`config.mk`:
```
export PLATFORM = sky130hd
export DESIGN_NAME = camera_trigger_exposure_io
export DESIGN_NICKNAME = d
export VERILOG_FILES = /design/src/logic/cam_io_pkg.sv /design/src/logic/trig_glitch_filter.sv /design/src/logic/trig_tap_delay.sv /design/src/logic/camera_trigger_exposure_io.sv
export SDC_FILE = /design/constraint.sdc
export NUM_CORES = 1
export LEC_CHECK = 0
export ABC_AREA = 1
export BUFFER_PORTS_ARGS = -buffer_cell sky130_fd_sc_hd__buf_4
export CAP_MARGIN = 30
export CELL_PAD_IN_SITES_DETAIL_PLACEMENT = 1
export CELL_PAD_IN_SITES_GLOBAL_PLACEMENT = 1
export CORE_MARGIN = 5
export CORE_UTILIZATION = 46
export CTS_CLUSTER_DIAMETER = 30
export DETAILED_ROUTE_END_ITERATION = 10
export PLACE_DENSITY_LB_ADDON = 0.1
export SETUP_SLACK_MARGIN = 0.4
export SYNTH_ARGS = -nofsm -noshare
export SYNTH_HDL_FRONTEND = slang
export SYNTH_SLANG_ARGS = --single-unit
```
`constraint.sdc`:
```
create_clock -name i_clk -period 1.79 [get_ports i_clk]
set_input_delay 0.358 -clock i_clk [delete_from_list [all_inputs] [get_ports i_clk]]
set_output_delay 0.358 -clock i_clk [all_outputs]
set_load 0.1 [all_outputs]
```
`src/logic/cam_io_pkg.sv`:
```
// shared constants for trigger, exposure and output routing logic
// How it works
// pin one output picks one of seven signals by route low nibble, default trigger wait
// pin two output picks by route high nibble, same codes, default exposing flag
// user level code drives pin one from user bit 3, pin two from bit 4
// trigger wait low from accepted trigger until its readout ends, high otherwise
// triggers ignored while trigger wait low; trigger mask register unmasks them only during readout
// line aligned option defers exposure start to next line sync
// exposing flag high exactly while the sensor exposes
// raw trigger copy follows the synchronised trigger pin
// delayed trigger is the trigger level shifted by the configured delay
// readout window output equals frame valid
// pulse width mode exposes from trigger rise to trigger fall
// polarity selects which trigger level counts as active
// after exposure ends, frame output restarts at the next line sync
// in trigger modes frame valid appears only after a triggered exposure
// trigger pulses shorter than 30 pixel clocks are filtered out; bench also sends one shorter pulse
// exposure starts 105 pixel clocks after the qualifying trigger edge
// edge preset mode ends exposure after the stored shutter duration
// pixel clock counts are converted using a 27.1605 ns pixel clock period
// line sync repeats every 21.1852 us
// line aligned start lands within one line period after the fixed start latency
// trigger pin passes a two flip-flop synchroniser before filtering
package cam_io_pkg;
    localparam real CLK_NS = 8.0;
    localparam real PIX_CLK_NS = 27.1605;
    localparam int FILTER_PIX = 30;
    localparam int START_PIX = 105;
    localparam real LINE_US = 21.1852;
    localparam real NS_PER_US = 1000.0;
    // least times round up, the period rounds down
    localparam int FILTER_CYC = int'($ceil(FILTER_PIX * PIX_CLK_NS / CLK_NS));
    localparam int START_CYC = int'($ceil(START_PIX * PIX_CLK_NS / CLK_NS));
    localparam int LINE_CYC = int'($floor(LINE_US * NS_PER_US / CLK_NS));
    localparam int LINE_W = $clog2(LINE_CYC);
    localparam int FRAME_LINES = 480;
    localparam int TRIG_DELAY_DEPTH = 1024;
    localparam int SHUTTER_W = 24;

    localparam logic [7:0] ADDR_ROUTE = 8'hf0;
    localparam logic [7:0] ADDR_USER = 8'hf1;
    localparam logic [7:0] ADDR_START_MODE = 8'h12;
    localparam logic [7:0] ADDR_TRIG_MASK = 8'h13;
    localparam logic [7:0] RST_ROUTE = 8'h20;
    localparam logic [7:0] RST_USER = 8'h00;
    localparam logic RST_LINE_ALIGN = 1'b0;
    localparam logic RST_ACCEPT_BUSY = 1'b0;
    localparam int CTRL_BIT = 0;
    localparam int USER_BIT_PIN1 = 3;
    localparam int USER_BIT_PIN2 = 4;

    localparam logic [3:0] SEL_TRIG_WAIT = 4'h0;
    localparam logic [3:0] SEL_USER = 4'h1;
    localparam logic [3:0] SEL_EXPOSING = 4'h2;
    localparam logic [3:0] SEL_RAW_TRIG = 4'h3;
    localparam logic [3:0] SEL_DELAYED_TRIG = 4'h4;
    localparam logic [3:0] SEL_READOUT = 4'h5;
    localparam logic [3:0] SEL_FLASH = 4'h6;

    localparam logic [1:0] MODE_NORMAL = 2'h0;
    localparam logic [1:0] MODE_PULSE_WIDTH = 2'h1;
    localparam logic [1:0] MODE_EDGE_PRESET = 2'h2;
endpackage : cam_io_pkg

```
`src/logic/trig_glitch_filter.sv`:
```
// trigger pin synchroniser and glitch filter
`timescale 1ns/10ps
module trig_glitch_filter #(
    parameter int FILTER_CYC = cam_io_pkg::FILTER_CYC
) (
    input wire logic i_clk,
    input wire logic i_reset_n,
    input wire logic i_pin,
    output logic o_sync,
    output logic o_level
);
    localparam int CW = $clog2(FILTER_CYC + 1);
    localparam logic [CW-1:0] CNT_LAST = CW'(FILTER_CYC - 1);

    typedef struct packed {
        logic meta;
        logic sync;
        logic level;
        logic [CW-1:0] cnt;
    } filt_t;

    filt_t s_ff;
    filt_t nxt_s;

    always_comb begin
        nxt_s = s_ff;
        nxt_s.meta = i_pin;
        nxt_s.sync = s_ff.meta;
        if (s_ff.sync != s_ff.level) begin
            // level moves only after a full filter width of agreement
            if (s_ff.cnt == CNT_LAST) begin
                nxt_s.level = s_ff.sync;
                nxt_s.cnt = '0;
            end else begin
                nxt_s.cnt = s_ff.cnt + CW'(1);
            end
        end else begin
            nxt_s.cnt = '0;
        end
    end

    always_ff @(posedge i_clk or negedge i_reset_n) begin
        if (!i_reset_n) begin
            s_ff <= '0;
        end else begin
            s_ff <= nxt_s;
        end
    end

    assign o_sync = s_ff.sync;
    assign o_level = s_ff.level;
endmodule : trig_glitch_filter

```
`src/logic/trig_tap_delay.sv`:
```
// tapped shift line delaying a single level
`timescale 1ns/10ps
module trig_tap_delay #(
    parameter int DEPTH = cam_io_pkg::TRIG_DELAY_DEPTH,
    parameter int TW = $clog2(DEPTH)
) (
    input wire logic i_clk,
    input wire logic i_reset_n,
    input wire logic i_din,
    input wire logic [TW-1:0] i_tap,
    output logic o_dout
);
    typedef struct packed {
        logic [DEPTH-1:0] line;
    } tap_t;

    tap_t s_ff;
    tap_t nxt_s;

    always_comb begin
        nxt_s = s_ff;
        nxt_s.line = {s_ff.line[DEPTH-2:0], i_din};
    end

    always_ff @(posedge i_clk or negedge i_reset_n) begin
        if (!i_reset_n) begin
            s_ff <= '0;
        end else begin
            s_ff <= nxt_s;
        end
    end

    // tap k gives a delay of k+1 clocks
    assign o_dout = s_ff.line[i_tap];
endmodule : trig_tap_delay

```
`src/logic/camera_trigger_exposure_io.sv`:
```
// trigger, exposure sequencing and output pin routing of the camera
`timescale 1ns/10ps
module camera_trigger_exposure_io #(
    parameter int FILTER_CYC = cam_io_pkg::FILTER_CYC,
    parameter int START_CYC = cam_io_pkg::START_CYC,
    parameter int LINE_CYC = cam_io_pkg::LINE_CYC,
    parameter int FRAME_LINES = cam_io_pkg::FRAME_LINES,
    parameter int TRIG_DELAY_DEPTH = cam_io_pkg::TRIG_DELAY_DEPTH,
    parameter int SHUTTER_W = cam_io_pkg::SHUTTER_W
) (
    input wire logic i_clk,
    input wire logic i_reset_n,
    input wire logic i_trig_pin,
    input wire logic [1:0] i_trig_mode,
    input wire logic i_trig_neg,
    input wire logic [SHUTTER_W-1:0] i_shutter_cycles,
    input wire logic [$clog2(TRIG_DELAY_DEPTH)-1:0] i_trig_delay,
    input wire logic i_reg_wr,
    input wire logic i_reg_rd,
    input wire logic [7:0] i_reg_addr,
    input wire logic [7:0] i_reg_wdata,
    output logic [7:0] o_reg_rdata,
    output logic o_io1,
    output logic o_io2,
    output logic o_frame_valid,
    output logic o_line_sync
);
    localparam int LW = $clog2(LINE_CYC);
    localparam int FW = $clog2(FRAME_LINES);
    localparam int DW = $clog2(TRIG_DELAY_DEPTH);
    localparam int SW = $clog2(START_CYC);
    localparam logic [LW-1:0] LINE_LAST = LW'(LINE_CYC - 1);
    localparam logic [FW-1:0] FRAME_LAST = FW'(FRAME_LINES - 1);
    localparam logic [SW-1:0] START_TAP = SW'(START_CYC - 1);

    typedef enum logic [2:0] {
        EXP_IDLE,
        EXP_ARMED,
        EXP_ALIGN,
        EXP_ON,
        EXP_RESTART
    } exp_state_t;

    typedef struct packed {
        exp_state_t exp;
        logic [SHUTTER_W-1:0] exp_cnt;
        logic [LW-1:0] line_cnt;
        logic line_sync;
        logic readout;
        logic [FW-1:0] frame_line;
        logic trig_prev;
        logic start_prev;
        logic [7:0] route;
        logic [7:0] user;
        logic line_align;
        logic accept_busy;
        logic [7:0] rdata;
        logic io1;
        logic io2;
    } state_t;

    state_t s_ff;
    state_t nxt_s;

    logic raw_trig;
    logic filt_level;
    logic trig_act;
    logic start_act;
    logic delayed_trig;
    logic trig_mode;
    logic trig_rise;
    logic start_rise;
    logic accept;
    logic exposing;
    logic flash;
    logic wait_flag;

    // chooses the pin signal for a route code; test codes drive low
    function automatic logic route_pick(input logic [3:0] code, input logic [6:0] sigs);
        logic pick;
        pick = 1'b0;
        if (code <= cam_io_pkg::SEL_FLASH) begin
            pick = sigs[code[2:0]];
        end
        return pick;
    endfunction : route_pick

    trig_glitch_filter #(
        .FILTER_CYC(FILTER_CYC)
    ) u_filter (
        .i_clk(i_clk),
        .i_reset_n(i_reset_n),
        .i_pin(i_trig_pin),
        .o_sync(raw_trig),
        .o_level(filt_level)
    );

    assign trig_act = filt_level ^ i_trig_neg;

    // fixed start latency line, fed with the active level
    trig_tap_delay #(
        .DEPTH(START_CYC),
        .TW(SW)
    ) u_start_delay (
        .i_clk(i_clk),
        .i_reset_n(i_reset_n),
        .i_din(trig_act),
        .i_tap(START_TAP),
        .o_dout(start_act)
    );

    // user trigger delay for the delayed trigger pin signal
    trig_tap_delay #(
        .DEPTH(TRIG_DELAY_DEPTH),
        .TW(DW)
    ) u_user_delay (
        .i_clk(i_clk),
        .i_reset_n(i_reset_n),
        .i_din(filt_level),
        .i_tap(i_trig_delay),
        .o_dout(delayed_trig)
    );

    assign trig_mode = (i_trig_mode == cam_io_pkg::MODE_PULSE_WIDTH)
        || (i_trig_mode == cam_io_pkg::MODE_EDGE_PRESET);
    assign trig_rise = trig_act && !s_ff.trig_prev;
    assign start_rise = start_act && !s_ff.start_prev;
    // unmasked triggers may arrive while the last frame is still read out
    assign accept = trig_mode && trig_rise && (s_ff.exp == EXP_IDLE)
        && (!s_ff.readout || s_ff.accept_busy);

    always_comb begin
        nxt_s = s_ff;
        nxt_s.trig_prev = trig_act;
        nxt_s.start_prev = start_act;

        // line sync timebase
        nxt_s.line_sync = 1'b0;
        if (s_ff.line_cnt == LINE_LAST) begin
            nxt_s.line_cnt = '0;
            nxt_s.line_sync = 1'b1;
        end else begin
            nxt_s.line_cnt = s_ff.line_cnt + LW'(1);
        end

        // readout advances one line per line sync
        if (s_ff.readout && s_ff.line_sync) begin
            if (s_ff.frame_line == FRAME_LAST) begin
                nxt_s.readout = 1'b0;
                nxt_s.frame_line = '0;
            end else begin
                nxt_s.frame_line = s_ff.frame_line + FW'(1);
            end
        end

        unique case (s_ff.exp)
            EXP_IDLE: begin
                if (i_trig_mode == cam_io_pkg::MODE_NORMAL) begin
                    if (!s_ff.readout) begin
                        nxt_s.exp = EXP_ON;
                        nxt_s.exp_cnt = '0;
                    end
                end else if (accept) begin
                    nxt_s.exp = EXP_ARMED;
                end
            end
            EXP_ARMED: begin
                if (start_rise) begin
                    nxt_s.exp_cnt = '0;
                    if (s_ff.line_align) begin
                        nxt_s.exp = EXP_ALIGN;
                    end else begin
                        nxt_s.exp = EXP_ON;
                    end
                end
            end
            EXP_ALIGN: begin
                if (s_ff.line_sync) begin
                    nxt_s.exp = EXP_ON;
                end
            end
            EXP_ON: begin
                nxt_s.exp_cnt = s_ff.exp_cnt + SHUTTER_W'(1);
                if (i_trig_mode == cam_io_pkg::MODE_PULSE_WIDTH) begin
                    if (!start_act) begin
                        nxt_s.exp = EXP_RESTART;
                    end
                end else if (s_ff.exp_cnt >= i_shutter_cycles) begin
                    nxt_s.exp = EXP_RESTART;
                end
            end
            EXP_RESTART: begin
                if (s_ff.line_sync) begin
                    // vertical reset: frame output starts over
                    nxt_s.exp = EXP_IDLE;
                    nxt_s.readout = 1'b1;
                    nxt_s.frame_line = '0;
                end
            end
        endcase

        // register writes
        if (i_reg_wr) begin
            unique case (i_reg_addr)
                cam_io_pkg::ADDR_ROUTE: nxt_s.route = i_reg_wdata;
                cam_io_pkg::ADDR_USER: nxt_s.user = i_reg_wdata;
                cam_io_pkg::ADDR_START_MODE: begin
                    nxt_s.line_align = i_reg_wdata[cam_io_pkg::CTRL_BIT];
                end
                cam_io_pkg::ADDR_TRIG_MASK: begin
                    nxt_s.accept_busy = i_reg_wdata[cam_io_pkg::CTRL_BIT];
                end
                default: begin
                end
            endcase
        end

        // register reads, unmapped reads return zero
        if (i_reg_rd) begin
            unique case (i_reg_addr)
                cam_io_pkg::ADDR_ROUTE: nxt_s.rdata = s_ff.route;
                cam_io_pkg::ADDR_USER: nxt_s.rdata = s_ff.user;
                cam_io_pkg::ADDR_START_MODE: begin
                    nxt_s.rdata = '0;
                    nxt_s.rdata[cam_io_pkg::CTRL_BIT] = s_ff.line_align;
                end
                cam_io_pkg::ADDR_TRIG_MASK: begin
                    nxt_s.rdata = '0;
                    nxt_s.rdata[cam_io_pkg::CTRL_BIT] = s_ff.accept_busy;
                end
                default: nxt_s.rdata = '0;
            endcase
        end
    end

    // pin signals taken from the next state so pins and state share an edge
    assign exposing = (nxt_s.exp == EXP_ON);
    assign flash = exposing;
    assign wait_flag = !trig_mode
        || ((nxt_s.exp == EXP_IDLE) && !nxt_s.readout);

    always_ff @(posedge i_clk or negedge i_reset_n) begin
        if (!i_reset_n) begin
            s_ff <= '0;
            s_ff.exp <= EXP_IDLE;
            s_ff.route <= cam_io_pkg::RST_ROUTE;
            s_ff.user <= cam_io_pkg::RST_USER;
            s_ff.line_align <= cam_io_pkg::RST_LINE_ALIGN;
            s_ff.accept_busy <= cam_io_pkg::RST_ACCEPT_BUSY;
        end else begin
            s_ff <= nxt_s;
            s_ff.io1 <= route_pick(nxt_s.route[3:0],
                {flash, nxt_s.readout, delayed_trig, raw_trig, exposing,
                 nxt_s.user[cam_io_pkg::USER_BIT_PIN1], wait_flag});
            s_ff.io2 <= route_pick(nxt_s.route[7:4],
                {flash, nxt_s.readout, delayed_trig, raw_trig, exposing,
                 nxt_s.user[cam_io_pkg::USER_BIT_PIN2], wait_flag});
        end
    end

    assign o_io1 = s_ff.io1;
    assign o_io2 = s_ff.io2;
    assign o_frame_valid = s_ff.readout;
    assign o_line_sync = s_ff.line_sync;
    assign o_reg_rdata = s_ff.rdata;
endmodule : camera_trigger_exposure_io

```
; ---- After elaboration in Yosys (flattened, before gate mapping)
; Index checks and enable logic that the tools add are counted.
[totals]
out_inout_bits = 12
regBits = 1471
[classes]
n_bitwise = 1
n_eq_ne = 18
muxes = 36
reduce_logical = 24
magnitude_cmp = 6
add_sub_neg = 4
[op_table]
columns = cell, count
row1 = $pmux 24 s3, 1
row2 = $mux 27, 2
row3 = $pmux 8 s4, 1
row4 = $mux 10, 3
row5 = $add 24x1->24 const B, 1
row6 = $ge 24x24->1, 1
row7 = $mux 24, 1
row8 = $mux 3, 7
row9 = $mux 18, 1
row10 = $eq 8x5->1 const B, 2
row11 = $eq 8x8->1 const B, 2
row12 = $mux 8, 2
row13 = $pmux 3 s5, 1
row14 = $mux 7, 2
row15 = $add 12x1->12 const B, 1
row16 = $eq 12x12->1 const B, 1
row17 = $mux 12, 1
row18 = $lt 10x11->1 const B, 1
row19 = $bmux 1 s10, 1
row20 = $mux 1, 10
row21 = $add 9x1->9 const B, 1
row22 = $eq 3x2->1 const B, 3
row23 = $eq 9x9->1 const B, 1
row24 = $mux 9, 1
row25 = other kinds (21), 41

; ---- Depth between registers and ports, before layout
; Gate-level depths: netlist (run 1).
[logic_depth]
ltp_word = 14
mapped_depth = 20
depth_no_buf = 20

; ---- Modules after synthesis
; A second synthesis (run 1) with hierarchy kept.
[hier_totals]
cells_unflattened = 5185
area_unflattened_um2 = 54040.6
[modules_own_cells]
columns = module, cells_each, area_each_um2, seq_area_each_um2, n_inst
row1 = trig_tap_delay at u_user_delay, 3311, 36033.3, 25624.6, 1
row2 = trig_tap_delay at u_start_delay, 1201, 12658.4, 8933.6, 1
row3 = camera_trigger_exposure_io, 625, 4893.4, 2003.2, 1
row4 = trig_glitch_filter, 48, 455.4, 250.2, 1

; ---- Worst setup path after synthesis (run 1)
; OpenSTA, ideal clock, no wires.
[synth_timing]
path_kind = register to register
start = register s_ff (netlist bit o_frame_valid)
end = register s_ff[73] (netlist name)
n_path_buf = 0
arrival_time_ns = 2.204
path_slack_ns = -0.533
required_time_ns = 1.671
path_stages_with_launch = 15
cell_sequence = dfrtp_1 -> inv_1 -> nand2_1 -> nand4_2 -> nand3_4 -> nor3_4 -> nand2_2 -> nor2_4 -> nand2_1 -> nor3_2 -> nand4_2 -> nor3_2 -> nand3_1 -> nand2_1 -> nor2_1
[synth_via]
elab_chain_len = 2
[synth_lines]
columns = item, line
row1 = "start, declared", camera_trigger_exposure_io.sv:62  ; state_t s_ff;
row2 = "start signal, assigned", camera_trigger_exposure_io.sv:251  ; s_ff <= nxt_s;
row3 = $ne 2x2->1 (no line), n/a
row4 = $reduce_and 4->1 (no line), n/a
; Every way passes these cells.
; A chain may end at the register's enable or synchronous reset.

; ---- Worst setup path in the final report (run 1)
[layout_timing]
start = register s_ff[56] (netlist name)
end = register s_ff (netlist bit o_io1)
[layout_via]
elab_chain_len = 10
word_cells_on_any_way = 11
[layout_lines]
columns = item, line
row1 = $ge 24x24->1 (*), camera_trigger_exposure_io.sv:188  ; end else if (s_ff.exp_cnt >= i_shutter_cycles) begin
row2 = $mux 3 (*), camera_trigger_exposure_io.sv:188
row3 = $mux 3 (*), camera_trigger_exposure_io.sv:184  ; if (i_trig_mode == cam_io_pkg::MODE_PULSE_WIDTH) begin
row4 = $pmux 3 s5 (*), camera_trigger_exposure_io.sv:156  ; unique case (s_ff.exp)
row5 = $logic_not 3->1, camera_trigger_exposure_io.sv:240  ; || ((nxt_s.exp == EXP_IDLE) && !nxt_s.readout);
row6 = $logic_and 1x1->1, camera_trigger_exposure_io.sv:240
row7 = $logic_or 1x1->1, camera_trigger_exposure_io.sv:240
row8 = $bmux 1 s3 (*), camera_trigger_exposure_io.sv:83  ; pick = sigs[code[2:0]];
row9 = $mux 1 (implied by the code) (*), camera_trigger_exposure_io.sv:83
row10 = $mux 1 (*), camera_trigger_exposure_io.sv:82  ; if (code <= cam_io_pkg::SEL_FLASH) begin
; Every way passes the cells marked *; elsewhere a longest branch is shown, timed or not. The select of a mux whose other input is x is not followed.

==> run metrics, run 1 <==
status finished, violations left; failing checks setup timing; final hold slack 0.04189 ns; area share of fa/ha/maj cells after synthesis 0.7790%; root buffer cell clkbuf_16; clk slew on worst S/H paths 0.05 ns; critical path peak fanout 3; final layout net count 5007; max_slew headroom 57.98%; antenna violations before repair 0; row count 120; synthesis-stage register bit count 1470; Compound-Gate Fraction of Synth Area 1.131%; area grow syn2layout 36.12%; Yosys warnings 0; Initial Util 46.38%; number of global-route vias before repair 41110; Avg Vias per Cell 5.409; Yosys top cell area share 73.83%; TritonCTS clock tree yes; clock latency on the worst-skew pair 0.86 ns; htree depth 5; Simple-Gate Fraction of Synth Area 20.60%; Mapped Cells 4315; Avg WL per Cell 23.47 µm; clk buf depth 4; top post-synthesis cells by area dfrtp_1, nand3_1, nand2_1; Critical Path AT 3.13 ns; Inserted Clock Buffers 308; post-layout util 63.13%; Final Skew 0.06105 ns; Hold Crit Class in -> async; Post-Route WL 153900 µm; clk sinks 1470; core region area 107400 µm²; min setup slack post-route -0.5927 ns; Worst R2R Start s_ff[56]$_DFFE_PN0P_; via count 35470; Max rail drop VDD 0.001127 V; cell taking the most area after synthesis dfrtp_1; Die Span Y 339.0 µm; Detailed Place HPWL 77420 µm; asr flop ratio synth 100.0%; nature of the critical path endpoint register; antenna-violating nets left 0; most common cell after layout, fill and taps aside dfrtp_1; Fmax 419.7 MHz; die area 114900 µm²; # IOs 70; Post-Synthesis Net Count 4404; post-synthesis sequential area ratio 73.88%; xor/xnor share of the synthesized area 0.2111%; # diodes 0; Post-Syn Area 49790 µm²; max-slew violation count 0; I/O Buffers 69; Cell variety after synth 45; crit start category register; largest net degree at the start of global routing 120; main combinational cell family by area after synthesis simple AND/OR/NAND/NOR gates; first-pass GRT wire length 243700 µm; Period minus WS final 2.383 ns; Pwr Density 1475 nW/µm²; Leak 33.43 nW; syn_area_per_cell 11.54 µm²; first-pass detailed-route iteration total 5; global placement routability congestion 0.7828; final setup TNS -6.948 ns; max cap viols 0; Crit Path Class reg -> reg; Worst Tran Pin Value 0.6303 ns; Post-synth EDFFs 0; DRC errors left 0; Final period util 133.1%; 1st-iter DRT viols 2243; commonest cells after routing, fill and taps aside dfrtp_1, nand2_1, nand3_1, buf_4, clkbuf_16; Most used DFF post-synth dfrtp_1; share of post-route cells with drive strength above 1 23.36%; die width 339.0 µm; RSZ-0062 raised after global routing true; GR Util All Layers 26.89%; Fin. Hold Viols 0; launch point of the worst path s_ff[56]$_DFFE_PN0P_; Setup-failing EPs final 42; total grt overflow 0; critical path required time 2.54 ns; mux share of post-synthesis cell area 0%
[kinds of logic after synthesis]
kind of cell,count (synthesis)
flops,1470
fa+ha+maj,31
compound gates,99
simple gates,2333
xor+xnor,12
buf+inv,370
[synth_stat cells (6+ instances only)]
master	instances
nand2_1	1151
ha_1	31
inv_2	6
buf_2	149
buf_1	12
clkbuf_1	46
dfrtp_1	1469
buf_4	28
o21ai_1	7
o22ai_1	7
o21ai_0	23
nor2_1	71
a21oi_1	41
inv_1	127
nor3_1	27
nand3_1	1052
nand4_1	6
xor2_1	9
[final timing paths]
check / to / slack, ns / depth (start not counted)
worst max-delay path: o_io1$_DFF_PN0_ / -0.59 / 17
worst min-delay path: u_user_delay.s_ff[469]$_DFF_PN0_ / 0.04 / 2
worst max register to register: o_io1$_DFF_PN0_ / -0.59 / 17
worst min register to register: u_start_delay.s_ff[233]$_DFF_PN0_ / 0.33 / 0
max in group asynchronous: u_start_delay.s_ff[217]$_DFF_PN0_ / 0.75 / 3
min in group i_clk: s_ff[23]$_DFF_PN0_ / 0.05 / 4
[worst max-delay path: stages, from the launching register on]
cell	delay (ns)
dfrtp_1	0.42
ha_4	0.24
a21oi_1	0.22
nand2_1	0.10
nand2_1	0.06
nand2_1	0.08
nand2_2	0.10
nand3_4	0.11
nand2_4	0.08
nand2_4	0.07
nand2_4	0.06
nor2_4	0.05
nor2_1	0.11
nand2_1	0.09
nor2_2	0.13
o21ai_1	0.12
buf_4	0.15
a21oi_1	0.12
[layer usage]
layer	track usage, %	part of all wire [%]
met5	0	0
met4	10.97	3.5
met3	4.651	3.9
met2	45.35	51
met1	34.86	42
[metrics by stage]
stage	power (mW)	worst slack, ns	instances	area [µm²]
2_1_floorplan	36.35	-0.2844	4315	49950
3_3_place_gp	39.17	-1.061	5935	55120
3_5_place_dp	39.25	-1.064	5935	55120
4_1_cts	100.5	-0.4557	6536	67100
5_1_grt	103.3	-0.6602	6557	67770
6_report	99.97	-0.5927	6557	67770
[state kept, by name (all words and copies together), names as in the netlist]
signal,flops
u_filter.s_ff,7
o_reg_rdata,8
u_filter.nxt_s,1
s_ff,67
u_filter.o_level,1
o_line_sync,1
o_frame_valid,1
u_start_delay.s_ff,357
u_filter.o_sync,1
o_io1,1
o_io2,1
u_user_delay.s_ff,1024
[where the power goes]
part           internal [mW]  switching (mW)
Clock                   41.2            19.2
Combinational           2.27            3.74
Sequential              33.5           0.146
[area by class of cell]
cell class	instances	area (µm²)
flip-flops and latches	1470	36800
multi-input cells	2475	12230
well taps	1403	1755
inverters	134	544.3
clock inverters	165	2481
clock buffers	381	8476
fillers	10450	39580
repair buffers	529	5483
[timing repair]
| action | CTS | global route |
|---|---|---|
| hold buffers | 17 | 0 |
| setup buffers | 38 | 21 |
| hold endpoints to repair | 1314 | 0 |
| pin swaps | 29 | 45 |
| resized for setup | 151 | 102 |
| setup endpoints to repair | 58 | 66 |
(Power assumes the default switching activity.)
==> inputs of run 2 (changes only) <==
--- a/config.mk
+++ b/config.mk
@@ -15,7 +15,7 @@
 export CTS_CLUSTER_DIAMETER = 30
 export DETAILED_ROUTE_END_ITERATION = 10
 export PLACE_DENSITY_LB_ADDON = 0.1
-export SETUP_SLACK_MARGIN = 0.4
+export SETUP_SLACK_MARGIN = 0.5
 export SYNTH_ARGS = -nofsm -noshare
 export SYNTH_HDL_FRONTEND = slang
 export SYNTH_SLANG_ARGS = --single-unit
==> run metrics, run 2 (synthesized netlist as in run 1, its figures left out) <==
hold_sp i_trig_neg; Final Skew 0.07089 ns (+0.009836 ns); total grt overflow 0 (unchanged); top sig layer met4; dpl ws -0.9414 ns (+0.1229 ns); Setup-failing EPs final 36 (-14%); Worst Hold End u_start_delay.s_ff[0]$_DFF_PN0_; GR Util All Layers 26.86% (-0.031 points); Crit Path Class reg -> reg; Avg WL per Cell 24.64 µm (+5.0%); # IOs 70 (unchanged); Worst R2R Start s_ff[76]$_DFFE_PN0P_; Comb power frac 7.1% (+1.1 points); first-pass GRT wire length 243500 µm (about the same); antenna-violating nets left 0 (unchanged); final hold slack -0.1415 ns (-0.1834 ns); max-slew violation count 0 (unchanged); Avg Vias per Cell 5.488 (+1.5%); Post-CTS Hold Buffers 18 (+1); Die Span Y 339.0 µm (unchanged); Detailed Place HPWL 76670 µm (-0.96%); number of global-route vias before repair 41330 (+0.53%); critical path peak fanout 3 (unchanged); total power 97.41 mW (-2.6%); Critical Path AT 3.29 ns (+0.16 ns); Clock Power Share 58.4% (-2.0 points); Worst Hold Depth 3; Placed Area 55400 µm² (+0.50%); share of post-route cells with drive strength above 1 25.31% (+2.0 points); first-pass detailed-route iteration total 6 (+1); die width 339.0 µm (unchanged); switching power 23.73 mW (+2.9%); critical path required time 2.54 ns (about the same); status finished, violations left; crit start category register; internal power 73.68 mW (-4.2%); clk buf depth 4 (unchanged); max FFs per register 1024 (unchanged); Fmax 392.8 MHz (-6.4%); Inserted Clock Buffers 302 (-1.9%); Sw Share 24.37% (+1.3 points); I/O Buffers 69 (unchanged); final layout net count 5065 (+1.2%); failing checks hold timing, setup timing; Sequential Power Share 34.5% (+0.9 points); htree depth 5 (unchanged); root buffer cell clkbuf_16; clock latency on the worst-skew pair 0.86 ns (about the same); die area 114900 µm² (unchanged); Fin. Hold Viols 1 (+1); Hold Crit Class in -> reg; Post-Route WL 162700 µm (+5.7%); 1st-iter DRT viols 2963 (+32%); M1 WL 66550 µm (+3.8%); Pwr Density 1431 nW/µm² (-3.0%); Largest regs u_user_delay.s_ff (1024), u_start_delay.s_ff (357), s_ff (67); min setup slack post-route -0.7560 ns (-0.1633 ns); Period minus WS final 2.546 ns (+0.1633 ns); Worst Tran Pin Value 0.6726 ns (+0.04233 ns); nature of the critical path endpoint register; area grow syn2layout 36.72%; commonest cells after routing, fill and taps aside dfrtp_1, nand2_1, nand3_1, buf_4, clkbuf_16; Max rail drop VDD 0.001050 V (-6.8%); antenna violations before repair 1 (+1); DRC errors left 0 (unchanged); fin area 68070 µm² (+0.45%); TritonCTS clock tree yes; Final period util 142.2% (+9.1 points); most common cell after layout, fill and taps aside dfrtp_1; met3 wire len 6767 µm (+13%); RSZ-0062 raised after global routing true; max cap viols 0 (unchanged); Initial Util 46.38% (unchanged); routed length on met2 82960 µm (+5.8%); Largest Register u_user_delay.s_ff; clk sinks 1470 (unchanged); Leak 33.59 nW (+0.46%); via count 36240 (+2.2%); Worst R2R End o_io2$_DFF_PN0_; core region area 107400 µm² (unchanged); global placement routability congestion 0.7737 (-1.2%); R2R cell count 17 (unchanged); row count 120 (unchanged); flop2flop setup slack -0.76 ns (-0.16 ns); largest net degree at the start of global routing 129 (+7.5%); max_slew headroom 55.16% (-2.8 points); clk slew on worst S/H paths 0.06 ns (about the same)
-- run 2: changes by cell type in the layout (fill, tap and decap cells not counted), moves of 8 or more --
| cell | delta |
|---|---|
| clkbuf_8 | -14 |
| a21oi_1 | -9 |
| clkinvlp_4 | -10 |
| nand2_1 | -15 |
| buf_4 | +36 |
| nor2_1 | -8 |
| nor2_4 | +11 |
| inv_2 | +13 |
| a21oi_2 | +9 |
| bufinv_16 | -17 |
| inv_1 | -14 |
| buf_6 | +22 |
| nand2_2 | +9 |
| clkinv_2 | +13 |
-- run 2: what timing repair did --
action | 4_1_cts | 5_1_grt
buffers inserted | 57 | 40
setup endpoints to repair | 66 | 71
resized for setup | 204 | 175
endpoints found under the hold margin | 1270 | 1
pin swaps | 48 | 68
-- run 2: power by group through the flow --
stage | Clock, mW | Sequential, mW | Combinational [mW]
3_5_place_dp | 0 | 34.1 | 5.10
5_1_grt | 59.6 | 33.6 | 7.36
3_3_place_gp | 0 | 34.1 | 5.02
6_report | 56.9 | 33.6 | 6.90
2_1_floorplan | 0 | 34.1 | 2.27
4_1_cts | 57.3 | 33.6 | 5.84
-- run 2: worst max path at each step --
stage / startpoint / end / slack, ns / depth (start not counted)
2_1_floorplan: o_frame_valid$_DFF_PN0_ / s_ff[76]$_DFFE_PN0P_ / -0.28 / 15
3_3_place_gp: i_trig_delay[0] / o_io1$_DFF_PN0_ / -0.86 / 15
3_5_place_dp: i_trig_delay[0] / o_io2$_DFF_PN0_ / -0.94 / 15
4_1_cts: s_ff[59]$_DFFE_PN0P_ / o_io2$_DFF_PN0_ / -0.51 / 19
5_1_grt: s_ff[67]$_DFFE_PN0P_ / o_io2$_DFF_PN0_ / -0.84 / 17
6_report: s_ff[76]$_DFFE_PN0P_ / o_io2$_DFF_PN0_ / -0.76 / 17
-- run 2: worst max-delay path, cell delays in order (launching register included) --
cell	delay, ns
dfrtp_1	0.44
ha_4	0.30
nand2_1	0.08
nor2_2	0.12
nand2_1	0.08
nor2_1	0.13
nand2_2	0.10
nand3_4	0.13
nand2_4	0.07
nand2_4	0.10
nand2_4	0.06
nor2_4	0.21
nor2_4	0.08
nand2_4	0.09
o21ai_2	0.06
o21ai_1	0.22
buf_4	0.16
a21oi_2	0.03
-- run 2: routing by layer --
layer	vias to the layer above	global-route usage, %
met5	-	0
met4	0	10.65
met3	469	4.870
met2	1110	45.32
met1	19110	34.79
li1	15550	-
-- run 2: through the flow --
step | util [%] | cells | TNS [ns] | hold slack [ns]
global route | 63.41 | 6603 | -12.01 | -0.1745
CTS | 62.45 | 6562 | -4.948 | -0.2346
global placement | 51.60 | 5960 | -8.162 | 0.2310
finish | 63.41 | 6603 | -9.679 | -0.1415
floorplan | - | 4315 | -1.484 | 0.06241
detailed placement | 51.60 | 5960 | -9.208 | 0.2275
-- run 2: area by class of cell --
cell class,count,area [µm²]
fillers,10440,39280
flip-flops and latches,1470,36800
multi-input cells,2475,12650
clock buffers,368,8159
repair buffers,593,6111
clock inverters,159,2042
well taps,1403,1755
inverters,134,549.3
diodes,1,2.502
